File: src/design/pae_pkg.sv
// Purpose: shared constants and carriers for the process alarm evaluator
// Assumes: signed 16-bit engineering values, 100 MHz clock
// Notes: register map offsets are byte addresses on APB
package pae_pkg;
	localparam int PAE_CHANNELS = 3;
	localparam int PAE_VAL_W = 16;
	localparam int PAE_DLY_W = 10;
	localparam int PAE_TYPE_W = 4;
	localparam logic [3:0] PAE_TYPE_RESET = 4'h2;
	localparam logic [9:0] PAE_DLY_MAX = 10'h3e7;
	localparam int PAE_CLK_HZ = 100000000;
	localparam int PAE_SEC_S = 1;
	localparam int PAE_SEC_CYCLES = PAE_CLK_HZ * PAE_SEC_S;
	// per channel block of four words at 0x10 stride
	localparam logic [11:0] PAE_CH_STRIDE = 12'h010;
	localparam logic [11:0] PAE_CH_BASE = 12'h000;
	localparam logic [3:0] PAE_OFS_CFG = 4'h0;
	localparam logic [3:0] PAE_OFS_VAL = 4'h4;
	localparam logic [3:0] PAE_OFS_LIM = 4'h8;
	localparam logic [3:0] PAE_OFS_DLY = 4'hc;
	localparam logic [11:0] PAE_ADDR_STAT = 12'h040;
	localparam logic [11:0] PAE_ADDR_OPT = 12'h044;
	localparam int PAE_DLY_ON_LSB = 0;
	localparam int PAE_DLY_OFF_LSB = 16;
	localparam int PAE_LIM_LO_LSB = 0;
	localparam int PAE_LIM_HI_LSB = 16;
	typedef enum logic [3:0] {
		PAE_OFF = 4'h0, PAE_BAND = 4'h1, PAE_DEV_HI = 4'h2, PAE_DEV_LO = 4'h3,
		PAE_RANGE = 4'h4, PAE_BAND_SB = 4'h5, PAE_DEV_HI_SB = 4'h6, PAE_DEV_LO_SB = 4'h7,
		PAE_ABS_HI = 4'h8, PAE_ABS_LO = 4'h9, PAE_ABS_HI_SB = 4'ha, PAE_ABS_LO_SB = 4'hb,
		PAE_LOOP_BURN = 4'hc, PAE_RATE = 4'hd, PAE_RSP_HI = 4'he, PAE_RSP_LO = 4'hf
	} pae_type_t;
	typedef struct packed {
		logic signed [15:0] hi;
		logic signed [15:0] lo;
	} pae_lim_t;
	typedef struct packed {
		logic [9:0] onDelay;
		logic [9:0] offDelay;
	} pae_dly_t;
	typedef enum {PAE_IDLE, PAE_ON_WAIT, PAE_ACTIVE, PAE_OFF_WAIT} pae_state_t;
endpackage : pae_pkg

File: src/design/pae_alarm.sv
// Purpose: per-channel alarm evaluation with on/off delays and APB registers
// Assumes: measured values from same-clock logic; detector flags from pins
// Notes: standby sequence, loop burnout and rate details come in as inputs
//
// Implementation choices: the APB register port and the placing of the registers.
`timescale 1ns/1ns

module pae_alarm (
	input wire logic clk, // 100 MHz
	input wire logic reset_n, // synchronous, active low
	input wire logic [11:0] paddr, // apb address
	input wire logic psel, // apb select
	input wire logic penable, // apb enable
	input wire logic pwrite, // apb direction
	input wire logic [31:0] pwdata, // apb write data
	output logic [31:0] prdata, // apb read data
	output logic pready, // apb ready
	output logic pslverr, // apb error
	input wire logic sampleTick, // one pulse per input sample
	input wire logic signed [15:0] processValue, // measured value
	input wire logic signed [15:0] setPoint, // working set point
	input wire logic signed [15:0] remoteSetPoint, // remote set point
	input wire logic signed [15:0] hysteresis, // alarm hysteresis
	input wire logic [2:0] standbyClear, // standby released per channel
	input wire logic loopBurnout, // loop burnout detected
	input wire logic [2:0] rateAlarm, // change rate exceeded per channel
	input wire logic heaterBurnout, // heater burnout pin
	input wire logic relayFailure, // solid_state_relay failure pin
	input wire logic heaterOvercurrent, // overcurrent pin
	input wire logic hasHeaterDetect, // strap: heater detection fitted
	input wire logic hasRemoteSetPoint, // strap: remote set point fitted
	output logic [2:0] auxOutput // auxiliary outputs
);
	import pae_pkg::*;

	// ****************************************
	// configuration storage
	// ****************************************
	logic [3:0] alarmType [PAE_CHANNELS];
	logic signed [15:0] alarmValue [PAE_CHANNELS];
	pae_lim_t alarmLimit [PAE_CHANNELS];
	pae_dly_t alarmDelay [PAE_CHANNELS];
	logic [2:0] rawAlarm;
	logic [2:0] delayedAlarm;
	logic [2:0] heatSync1, heatSync2;
	logic optSync1, optSync2, rspSync1, rspSync2;
	logic [26:0] secCount;
	logic secTick;

	// ****************************************
	// helpers
	// ****************************************
	function automatic logic typeAllowed(input int ch, input logic [3:0] t, input logic rsp);
		typeAllowed = 1'b1;
		if (t == PAE_LOOP_BURN && ch != 0) typeAllowed = 1'b0;
		if ((t == PAE_RSP_HI || t == PAE_RSP_LO) && !rsp) typeAllowed = 1'b0;
	endfunction : typeAllowed

	function automatic logic [9:0] clampDelay(input logic [15:0] v);
		clampDelay = (v > 16'(PAE_DLY_MAX)) ? PAE_DLY_MAX : v[9:0];
	endfunction : clampDelay

	function automatic logic [3:0] baseType(input logic [3:0] t);
		case (t)
			PAE_BAND_SB: baseType = PAE_BAND;
			PAE_DEV_HI_SB: baseType = PAE_DEV_HI;
			PAE_DEV_LO_SB: baseType = PAE_DEV_LO;
			PAE_ABS_HI_SB: baseType = PAE_ABS_HI;
			PAE_ABS_LO_SB: baseType = PAE_ABS_LO;
			default: baseType = t;
		endcase
	endfunction : baseType

	function automatic logic isStandby(input logic [3:0] t);
		isStandby = (t == PAE_BAND_SB) || (t == PAE_DEV_HI_SB) || (t == PAE_DEV_LO_SB)
			|| (t == PAE_ABS_HI_SB) || (t == PAE_ABS_LO_SB);
	endfunction : isStandby

	// ****************************************
	// pin synchronisers
	// ****************************************
	always_ff @(posedge clk) begin
		if (!reset_n) begin
			heatSync1 <= 3'h0;
			heatSync2 <= 3'h0;
			optSync1 <= 1'b0;
			optSync2 <= 1'b0;
			rspSync1 <= 1'b0;
			rspSync2 <= 1'b0;
		end else begin
			heatSync1 <= {heaterOvercurrent, relayFailure, heaterBurnout};
			heatSync2 <= heatSync1;
			optSync1 <= hasHeaterDetect;
			optSync2 <= optSync1;
			rspSync1 <= hasRemoteSetPoint;
			rspSync2 <= rspSync1;
		end
	end

	// ****************************************
	// one second tick
	// ****************************************
	always_ff @(posedge clk) begin
		if (!reset_n) begin
			secCount <= 27'h0;
			secTick <= 1'b0;
		end else if (secCount == 27'(PAE_SEC_CYCLES - 1)) begin
			secCount <= 27'h0;
			secTick <= 1'b1;
		end else begin
			secCount <= secCount + 27'h1;
			secTick <= 1'b0;
		end
	end

	// ****************************************
	// apb slave
	// ****************************************
	logic apbAccess;
	logic [1:0] chSel;
	logic [3:0] ofs;
	logic chHit;
	assign apbAccess = psel && penable && pready;
	assign chSel = 2'(paddr[5:4]);
	assign ofs = paddr[3:0];
	assign chHit = (paddr[11:6] == 6'h0) && (chSel < 2'(PAE_CHANNELS));

	always_ff @(posedge clk) begin
		if (!reset_n) begin
			pready <= 1'b0;
		end else begin
			pready <= psel && !penable;
		end
	end

	always_ff @(posedge clk) begin
		if (!reset_n) begin
			for (int i = 0; i < PAE_CHANNELS; i++) begin
				alarmType[i] <= PAE_TYPE_RESET;
				alarmValue[i] <= 16'sh0;
				alarmLimit[i] <= '0;
				alarmDelay[i] <= '0;
			end
		end else if (apbAccess && pwrite && chHit) begin
			case (ofs)
				PAE_OFS_CFG: begin
					if (typeAllowed(int'(chSel), pwdata[3:0], rspSync2)) begin
						alarmType[chSel] <= (pwdata[31:4] != 28'h0) ? PAE_OFF : pwdata[3:0];
					end
				end
				PAE_OFS_VAL: alarmValue[chSel] <= pwdata[15:0];
				PAE_OFS_LIM: alarmLimit[chSel] <= {pwdata[PAE_LIM_HI_LSB +: 16], pwdata[PAE_LIM_LO_LSB +: 16]};
				PAE_OFS_DLY: alarmDelay[chSel] <= {clampDelay(pwdata[PAE_DLY_ON_LSB +: 16]),
					clampDelay(pwdata[PAE_DLY_OFF_LSB +: 16])};
				default: ;
			endcase
		end
	end

	always_ff @(posedge clk) begin
		if (!reset_n) begin
			prdata <= 32'h0;
			pslverr <= 1'b0;
		end else if (psel && !penable) begin
			pslverr <= 1'b0;
			prdata <= 32'h0;
			if (chHit) begin
				case (ofs)
					PAE_OFS_CFG: prdata <= {28'h0, alarmType[chSel]};
					PAE_OFS_VAL: prdata <= {{16{alarmValue[chSel][15]}}, alarmValue[chSel]};
					PAE_OFS_LIM: prdata <= {alarmLimit[chSel].hi, alarmLimit[chSel].lo};
					PAE_OFS_DLY: prdata <= {6'h0, alarmDelay[chSel].offDelay, 6'h0, alarmDelay[chSel].onDelay};
					default: pslverr <= 1'b1;
				endcase
			end else if (paddr == PAE_ADDR_STAT) begin
				prdata <= {26'h0, rawAlarm, auxOutput};
			end else if (paddr == PAE_ADDR_OPT) begin
				prdata <= {29'h0, heatSync2};
			end else begin
				pslverr <= 1'b1;
			end
		end
	end

	// ****************************************
	// comparison, once per sample tick
	// ****************************************
	always_ff @(posedge clk) begin
		if (!reset_n) begin
			rawAlarm <= 3'h0;
		end else if (sampleTick) begin
			for (int i = 0; i < PAE_CHANNELS; i++) begin
				logic signed [17:0] dev;
				logic signed [17:0] hiB;
				logic signed [17:0] loB;
				logic signed [17:0] hy;
				logic hit;
				dev = 18'(processValue) - 18'(setPoint);
				hiB = 18'(alarmLimit[i].hi);
				loB = -18'(alarmLimit[i].lo);
				hy = 18'(hysteresis);
				hit = 1'b0;
				case (baseType(alarmType[i]))
					PAE_OFF: hit = 1'b0;
					PAE_BAND: hit = (dev > hiB) || (dev < loB);
					PAE_DEV_HI: hit = dev > 18'(alarmValue[i]);
					PAE_DEV_LO: hit = dev < -18'(alarmValue[i]);
					PAE_RANGE: hit = (dev <= hiB) && (dev >= loB);
					PAE_ABS_HI: hit = processValue > alarmValue[i];
					PAE_ABS_LO: hit = processValue < alarmValue[i];
					PAE_LOOP_BURN: hit = (i == 0) && loopBurnout;
					PAE_RATE: hit = rateAlarm[i];
					PAE_RSP_HI: hit = rspSync2 && (remoteSetPoint > alarmValue[i]);
					PAE_RSP_LO: hit = rspSync2 && (remoteSetPoint < alarmValue[i]);
					default: hit = 1'b0;
				endcase
				if (alarmType[i] == PAE_BAND_SB && (hiB - hy) <= (loB + hy)) begin
					hit = 1'b0;
				end
				if (isStandby(alarmType[i]) && !standbyClear[i]) begin
					hit = 1'b0;
				end
				rawAlarm[i] <= hit;
			end
		end
	end

	// ****************************************
	// on and off delays, counted in seconds
	// ****************************************
	pae_state_t dlyState [PAE_CHANNELS];
	logic [9:0] dlyCount [PAE_CHANNELS];

	always_ff @(posedge clk) begin
		if (!reset_n) begin
			for (int i = 0; i < PAE_CHANNELS; i++) begin
				dlyState[i] <= PAE_IDLE;
				dlyCount[i] <= 10'h0;
			end
			delayedAlarm <= 3'h0;
		end else begin
			for (int i = 0; i < PAE_CHANNELS; i++) begin
				case (dlyState[i])
					PAE_IDLE: begin
						if (rawAlarm[i]) begin
							if (alarmDelay[i].onDelay == 10'h0) begin
								dlyState[i] <= PAE_ACTIVE;
								delayedAlarm[i] <= 1'b1;
							end else begin
								dlyState[i] <= PAE_ON_WAIT;
								dlyCount[i] <= alarmDelay[i].onDelay;
							end
						end
					end
					PAE_ON_WAIT: begin
						if (!rawAlarm[i]) begin
							dlyState[i] <= PAE_IDLE;
						end else if (secTick) begin
							if (dlyCount[i] == 10'h1) begin
								dlyState[i] <= PAE_ACTIVE;
								delayedAlarm[i] <= 1'b1;
							end
							dlyCount[i] <= dlyCount[i] - 10'h1;
						end
					end
					PAE_ACTIVE: begin
						if (!rawAlarm[i]) begin
							if (alarmDelay[i].offDelay == 10'h0) begin
								dlyState[i] <= PAE_IDLE;
								delayedAlarm[i] <= 1'b0;
							end else begin
								dlyState[i] <= PAE_OFF_WAIT;
								dlyCount[i] <= alarmDelay[i].offDelay;
							end
						end
					end
					PAE_OFF_WAIT: begin
						if (rawAlarm[i]) begin
							dlyState[i] <= PAE_ACTIVE;
						end else if (secTick) begin
							if (dlyCount[i] == 10'h1) begin
								dlyState[i] <= PAE_IDLE;
								delayedAlarm[i] <= 1'b0;
							end
							dlyCount[i] <= dlyCount[i] - 10'h1;
						end
					end
					default: dlyState[i] <= PAE_IDLE;
				endcase
			end
		end
	end

	// ****************************************
	// auxiliary outputs
	// ****************************************
	always_ff @(posedge clk) begin
		if (!reset_n) begin
			auxOutput <= 3'h0;
		end else begin
			auxOutput[0] <= delayedAlarm[0] || (optSync2 && (|heatSync2));
			auxOutput[2:1] <= delayedAlarm[2:1];
		end
	end

	// ****************************************
	// checks
	// ****************************************
	a_type_reset: assert property (@(posedge clk) !reset_n |=> alarmType[1] == PAE_TYPE_RESET)
		else $error("alarm type not reset to default");
	a_off_quiet: assert property (@(posedge clk) disable iff (!reset_n)
		sampleTick && alarmType[2] == PAE_OFF |=> !rawAlarm[2])
		else $error("type off raised alarm");
	a_abs_high: assert property (@(posedge clk) disable iff (!reset_n)
		sampleTick && alarmType[1] == PAE_ABS_HI && processValue > alarmValue[1] |=> rawAlarm[1])
		else $error("absolute high missed");
	a_abs_low: assert property (@(posedge clk) disable iff (!reset_n)
		sampleTick && alarmType[1] == PAE_ABS_LO && processValue >= alarmValue[1] |=> !rawAlarm[1])
		else $error("absolute low false alarm");
	a_heater_or: assert property (@(posedge clk) disable iff (!reset_n)
		optSync2 && heatSync2[0] |=> auxOutput[0])
		else $error("heater detection not on output");
	a_lba_chan: assert property (@(posedge clk) disable iff (!reset_n)
		alarmType[2] != PAE_LOOP_BURN && alarmType[1] != PAE_LOOP_BURN)
		else $error("loop burnout on wrong channel");
	a_zero_delay: assert property (@(posedge clk) disable iff (!reset_n)
		dlyState[1] == PAE_IDLE && rawAlarm[1] && alarmDelay[1].onDelay == 10'h0 ##1 rawAlarm[1]
		|=> auxOutput[1])
		else $error("zero on delay not immediate");
	a_dev_high: assert property (@(posedge clk) disable iff (!reset_n)
		sampleTick && alarmType[2] == PAE_DEV_HI && processValue - setPoint <= alarmValue[2]
		&& processValue - setPoint >= -16'sh100 |=> !rawAlarm[2])
		else $error("deviation high false alarm");
	a_sample_hold: assert property (@(posedge clk) disable iff (!reset_n)
		!sampleTick |=> $stable(rawAlarm))
		else $error("compare changed without tick");
	a_band_overlap: assert property (@(posedge clk) disable iff (!reset_n)
		sampleTick && alarmType[0] == PAE_BAND_SB
		&& 18'(alarmLimit[0].hi) - 18'(hysteresis) <= 18'(hysteresis) - 18'(alarmLimit[0].lo) |=> !rawAlarm[0])
		else $error("overlapping band raised alarm");
	a_on_delay_hold: assert property (@(posedge clk) disable iff (!reset_n)
		dlyState[1] == PAE_ON_WAIT && !secTick |=> !auxOutput[1])
		else $error("output rose during on delay");
	a_heater_gate: assert property (@(posedge clk) disable iff (!reset_n)
		!optSync2 && !delayedAlarm[0] |=> !auxOutput[0])
		else $error("heater detection leaked without option");
	a_route_aux: assert property (@(posedge clk) disable iff (!reset_n)
		delayedAlarm[2] |=> auxOutput[2])
		else $error("alarm result not routed to output");
	a_standby_gate: assert property (@(posedge clk) disable iff (!reset_n)
		sampleTick && alarmType[0] == PAE_DEV_HI_SB && !standbyClear[0] |=> !rawAlarm[0])
		else $error("standby sequence did not hold alarm");
endmodule : pae_alarm

File: config.mk
export PLATFORM = sky130hd
export DESIGN_NAME = pae_alarm
export DESIGN_NICKNAME = d
export VERILOG_FILES = /design/src/design/pae_pkg.sv /design/src/design/pae_alarm.sv
export SDC_FILE = /design/constraint.sdc
export NUM_CORES = 1
export LEC_CHECK = 0
export ABC_AREA = 0
export BUFFER_PORTS_ARGS = -buffer_cell sky130_fd_sc_hd__clkbuf_2
export CORE_MARGIN = 1
export CORE_UTILIZATION = 68
export DETAILED_ROUTE_END_ITERATION = 7
export PLACE_DENSITY = 0.87
export SLEW_MARGIN = 20
export SYNTH_ARGS = -nofsm -noshare
export SYNTH_HDL_FRONTEND = slang
export SYNTH_SLANG_ARGS = --single-unit
File: constraint.sdc
create_clock -name clk -period 12.9 [get_ports clk]
set_input_delay 3.87 -clock clk [delete_from_list [all_inputs] [get_ports clk]]
set_output_delay 3.87 -clock clk [all_outputs]
set_load 0.02 [all_outputs]
* Yosys cells after proc, flatten, opt, wreduce, memory -nomap -nowiden
Memories as Yosys holds them, arrays and structs flattened. Cells that the tools add are included.
Word-level totals: word-level logic and storage cells 569, bits in writable memories 252, register bits 81, output and inout port bits 37, input bits 126, memories 6
Cells by class: reductions and logical operators 75, bitwise operators 40, magnitude comparators 36, mux-type cells 285, add/subtract/negate cells 17, equal/unequal tests 94
Memory list:
- alarmLimit | words 3, bits a word 32, rd ports 4, clocked after Yosys merged registers in 0, wr ports 3, RTL line pae_alarm.sv:41 | pae_lim_t alarmLimit [PAE_CHANNELS];
- alarmDelay | words 3, bits a word 20, rd ports 4, clocked after Yosys merged registers in 0, wr ports 3, RTL line pae_alarm.sv:42 | pae_dly_t alarmDelay [PAE_CHANNELS];
- alarmValue | words 3, bits a word 16, rd ports 4, clocked after Yosys merged registers in 0, wr ports 3, RTL line pae_alarm.sv:40 | logic signed [15:0] alarmValue [PAE_CHANNELS];
- dlyCount | words 3, bits a word 10, rd ports 3, clocked after Yosys merged registers in 0, wr ports 3, RTL line pae_alarm.sv:232 | logic [9:0] dlyCount [PAE_CHANNELS];
- alarmType | words 3, bits a word 4, rd ports 4, clocked after Yosys merged registers in 0, wr ports 3, RTL line pae_alarm.sv:39 | logic [3:0] alarmType [PAE_CHANNELS];
- dlyState | words 3, bits a word 2, rd ports 3, clocked after Yosys merged registers in 0, wr ports 3, RTL line pae_alarm.sv:231 | pae_state_t dlyState [PAE_CHANNELS];
Operators with widths (count):
- 1-bit 2-to-1 mux | 216
- 32-bit by 2-bit equality test with 1-bit output, second input constant | 6
- 10-bit 2-to-1 mux | 14
- 32-bit case mux with 4 select lines | 1
- 4-bit equality test, second input constant | 27
- 17-bit by 18-bit < comparator with 1-bit output | 6
- 16-bit negation with 18-bit output | 6
- 17-bit by 16-bit > comparator with 1-bit output | 6
- 32-bit by 1-bit equality test with 1-bit output, second input constant | 3
- 16-bit > comparator | 6
- 32-bit logical NOT | 3
- 16-bit < comparator | 6
- 16-bit by 16-bit subtractor with 17-bit output | 4
- 32-bit 2-to-1 mux | 2
- 2-bit 2-to-1 mux | 31
- 10-bit logical NOT | 6
- 2-bit inequality test, second input constant | 30
- 4-bit case mux with 5 select lines | 3
- 18-bit by 16-bit adder with 18-bit output | 3
- 17-bit by 18-bit greater-or-equal comparator with 1-bit output | 3
- 17-bit by 18-bit less-or-equal comparator with 1-bit output | 3
- 4-bit by 3-bit equality test with 1-bit output, second input constant | 13
- 17-bit by 16-bit less-or-equal comparator with 1-bit output | 3
- 1-bit OR | 39
- 33 further kinds | 107

* Logic depth before layout (Yosys ltp)
An unclocked memory read counts as a cell.
depth after elaboration 16, gate-level depth with buffers 26, gate-level depth less buffers 26

* Least setup slack after synthesis
Ideal clock, no wire load.
path kind input -> register, start in processValue[0], end reg rawAlarm[2], setup slack 4069 ps, required time 12826 ps, data arrival time 8756 ps, setup time 74 ps, buffers on the path 0, cell stages on the path 20, cell sequence inv_1 -> ha_1 -> fa_1 -> nand2b_1 -> a21o_1 -> a31oi_1 -> a2bb2oi_2 -> and2_1 -> o21a_1 -> o21ai_0 -> nand3_1 -> o21ai_0 -> ha_1 -> nand3_1 -> nand3b_1 -> or4_1 -> or4_2 -> o211a_1 -> or4_1 -> a31oi_1
On the way: word-level cells in the longest chain between the ends 6, elaborated cells on any way between the ends 14, classes of those cells add/sub: 1; order compare: 8; mux: 3; reduce/logical: 2
RTL lines:
- start: declaration | RTL line pae_alarm.sv:20 | input wire logic signed [15:0] processValue,
- 16-bit by 16-bit subtractor with 17-bit output | RTL line pae_alarm.sv:198 | dev = 18'(processValue) - 18'(setPoint);
- 17-bit by 18-bit greater-or-equal comparator with 1-bit output, or another cell as far along | RTL line pae_alarm.sv:208 | PAE_RANGE: hit = (dev <= hiB) && (dev >= loB);
- 1-bit logical AND / 1-bit logical OR (equally long branches) | RTL line pae_alarm.sv:208, pae_alarm.sv:205
- 1-bit case mux with 9 select lines (*) | RTL line pae_alarm.sv:203 | case (baseType(alarmType[i]))
- 1-bit 2-to-1 mux (*) | RTL line pae_alarm.sv:217 | if (alarmType[i] == PAE_BAND_SB && (hiB - hy) <= (loB + hy)) begin
- 1-bit 2-to-1 mux (*) | RTL line pae_alarm.sv:220 | if (isStandby(alarmType[i]) && !standbyClear[i]) begin
- end signal: indexed assignment | RTL line pae_alarm.sv:223 | rawAlarm[i] <= hit;
- end: declaration | RTL line pae_alarm.sv:43 | logic [2:0] rawAlarm;
Every way passes the cells marked *; elsewhere a longest branch is shown, timed or not. A chain may end at the register's enable or synchronous reset.

* Worst setup path in the final report
start in hysteresis[1], end reg rawAlarm[0]
On the way: word-level cells in the longest chain between the ends 5, elaborated cells on any way between the ends 6, classes of those cells add/sub: 2; order compare: 1; mux: 2; reduce/logical: 1
RTL lines:
- start: declaration | RTL line pae_alarm.sv:23 | input wire logic signed [15:0] hysteresis,
- 18-bit by 16-bit adder with 18-bit output / 16-bit by 16-bit subtractor with 17-bit output (equally long branches) | RTL line pae_alarm.sv:217
- 17-bit by 18-bit less-or-equal comparator with 1-bit output (*) | RTL line pae_alarm.sv:217
- 1-bit logical AND (*) | RTL line pae_alarm.sv:217
- 1-bit 2-to-1 mux (*) | RTL line pae_alarm.sv:217
- 1-bit 2-to-1 mux (*) | RTL line pae_alarm.sv:220
Marks and branches as above.

==> results.json <==
{
  "power-per-cell-area_nw_per_um2": 110,
  "place_hpwl_um": 82800,
  "fmax_ghz": 0.115,
  "die_x_um": 223,
  "path_clk_slew_ns": 0.07,
  "grt_pass1_vias": 27328,
  "hold_path_class": "reg2reg",
  "synthAdderAreaFrac_pct": 17.2,
  "end_kind": "flop",
  "row_count": 80,
  "final.period_utilization_pct": 67.5,
  "rsz0062_at_grt": "false",
  "synth_mux_area_share_pct": 5.63,
  "syn_area_um2": 33300,
  "p_seq_share_pct": 39.0,
  "rr_endpoint": "rawAlarm[2]",
  "wl_per_cell_um": 24.6,
  "dr.pass1.iters": 6,
  "cts_made_buffers": 41,
  "synth_edf_count": 319,
  "grtUsageTotal_pct": 43.0,
  "worstPathMaxFanout": 9,
  "numClockSinks": 400,
  "die_height_um": 223,
  "slew_headroom_pct": 22.0,
  "synthArstFlopShare_pct": 0,
  "place_congestion": 1.05,
  "maxCapViolCount": 0,
  "synth_top_family_by_area": "simple AND/OR/NAND/NOR gates",
  "ant_nets": 0,
  "overflow": 0,
  "synth_compound_area_share_pct": 13.6,
  "first_iter_violations": 3852,
  "area_growth_pct": 9.07,
  "die_area_um2": 49800,
  "r2r_slack_ns": 6.98,
  "via_per_inst": 6.64,
  "port_buffers": 162,
  "clkPwrFrac_pct": 29.4,
  "drc": 0,
  "seq_area_frac_synth_pct": 33.6,
  "instances_no_fill": 4378,
  "hold_end": "auxOutput[1]",
  "syn_inst": 3527,
  "synth.avg_cell_area_um2": 9.44,
  "antenna_found_initial": 6,
  "hold_violations": 0,
  "grt_pass1_wl_um": 161000,
  "start_util_pct": 69.3,
  "status": "complete, no violations",
  "mostFrequentLayoutCell": "ha_1",
  "leakage_uw": 0.0156,
  "path_class": "in2reg",
  "post-cts-setup-buffers": 0,
  "yosys.area_share.simple_pct": 18.9,
  "min_path_cells": 2,
  "swShare_pct": 34.4,
  "intPower_uw": 2630,
  "grt_max_degree": 48,
  "final_nets": 4289,
  "comb_power_share_pct": 31.6,
  "p_switching_uw": 1380,
  "ff_latch_area_um2": 11200,
  "io_pins": 163,
  "root_buffer": "clkbuf_16",
  "ctsHtreeMaxLevel": 2,
  "synth_ff_type": "edfxtp_1",
  "hold_start": "delayedAlarm[1]",
  "startpoint_type": "input port",
  "ys_seq_elements": 400,
  "hold_buffers": 0,
  "coreArea_um2": 48000,
  "synth_xor_area_share_pct": 6.55,
  "utilization_pct": 75.6,
  "fin_skew_ns": 0.0237,
  "worst_slew_pin_slew_ns": 1.17,
  "clk_path_buf_depth": 3,
  "fin_crit_ns": 8.70,
  "cts_tree": "built",
  "power_uw": 4010,
  "clk-insertion-delay-late_ns": 0.60,
  "rr_startpoint": "alarmLimit[2][0]",
  "arrival_ns": 9.16,
  "wl_um": 108000,
  "fin_setup_tns_ns": 0,
  "synthDistinctLibCells": 96,
  "vias": 29060,
  "multi_input_area_um2": 20900,
  "final_layout_size_suffix_gt1_share_pct": 10.0,
  "yosysWarnings": 0,
  "layout_common_cells": "ha_1 (428), nor2_1 (337), edfxtp_1 (319)",
  "ir_worst_vdd_mv": 0.138,
  "ctsResizeCount": 0,
  "reg2reg_depth": 24,
  "crit_required_ns": 13.36,
  "setup_violations": 0,
  "dp.cells": 4300,
  "fill_cells": 3445,
  "drv_slew": 0
}
-- Yosys cell counts (all sizes together), types with 30 or more instances --
cell type / n / area share, %
o21ai: 160 / 2.4
nor2: 341 / 3.8
clkbuf: 91 / 1.1
nor3: 90 / 1.4
edfxtp: 319 / 29
nor4: 50 / 0.94
a22oi: 32 / 0.72
a211oi: 32 / 0.72
nand2: 216 / 2.4
a21o: 79 / 1.8
xor2: 78 / 2.1
and2: 168 / 3.2
ha: 428 / 16
nor2b: 53 / 1.0
nand4: 60 / 1.1
mux4: 71 / 4.8
a21oi: 177 / 2.7
nand3: 102 / 1.5
xnor2: 168 / 4.5
nand2b: 52 / 0.98
inv: 286 / 3.2
o21a: 30 / 0.68
dfxtp: 81 / 4.9
-- area by class of cell --
type	count	area share (%)
Antenna cell	3	0.0207
Inverter	286	2.96
Tap cell	615	2.12
Clock buffer	60	3.19
Timing Repair Buffer	194	2.91
Sequential cell	400	30.9
Multi-Input combinational cell	2805	57.5
Clock inverter	15	0.414
-- worst max-delay path: stages --
cell and delay, ns:
clkbuf_2 0.12, inv_1 0.39, ha_1 0.32, nor2b_1 0.12, o21ai_0 0.20, a21boi_0 0.16, o21ai_0 0.27, a21boi_0 0.16
o21ai_0 0.26, a21oi_1 0.17, o311a_1 0.40, o21a_1 0.19, o21ai_0 0.18, nand2b_1 0.13, nand3_1 0.07, ha_1 0.32
a21o_1 0.18, a2111oi_0 0.35, o21ai_0 0.15, o2111a_1 0.22, o41ai_1 0.46, o21ai_0 0.19, nand2_1 0.10, a211o_1 0.10
nand3_1 0.08
-- power by group through the flow --
stage          registers, uW  clock network (uW)  logic (uW)
3_3_place_gp            1580                   0        1190
5_1_grt                 1570                1220        1380
2_1_floorplan           1550                   0         873
4_1_cts                 1560                1170        1220
6_report                1560                1180        1270
3_5_place_dp            1590                   0        1210
-- registers in the layout, summed over array words and instances, names as in the netlist, 6 cells and up --
register    flops
alarmDelay     80
alarmLimit    123
alarmType      16
alarmValue     64
dlyCount       30
dlyState        6
prdata         32
secCount       27
-- routing by layer --
metal | global-route usage, % | up-vias | part of all wire [%]
met5 | 0 | - | 0.058
met4 | 22.8 | 8 | 6.1
met3 | 10.8 | 407 | 13
met2 | 64.8 | 1933 | 43
met1 | 57.2 | 13458 | 38
li1 | - | 13254 | -
-- cells by family (layout without fill, tap and decap cells) --
group                      count (synthesis)  after routing
DFF                                      400            400
and+or+nand+nor                         1245           1245
xor gates and xnor gates                 246            246
AOI/OAI and AO/OA                        694            694
other                                      1             70
buffers and inverters                    388            555
adders and majority gates                456            456
muxes                                     97             97
-- how the worst max path moves through the flow --
stage                    startpoint  slack (ns)           to  cells after the start
floorplan           processValue[0]        4.07  rawAlarm[2]                     20
global placement      hysteresis[1]        3.79  rawAlarm[0]                     25
detailed placement    hysteresis[1]        3.74  rawAlarm[0]                     25
CTS                   hysteresis[1]        4.29  rawAlarm[0]                     25
global route          hysteresis[1]        3.62  rawAlarm[0]                     25
finish                hysteresis[1]        4.20  rawAlarm[0]                     25
-- through the flow --
step                hold WS (ns)  worst slack, ns  area [um2]
global route               0.456             3.62       36300
finish                     0.435             4.20       36300
detailed placement         0.423             3.74       35000
global placement           0.424             3.79       35000
floorplan                  0.408             4.07       33500
CTS                        0.432             4.29       36300
Power figures use the tool's default switching activity.
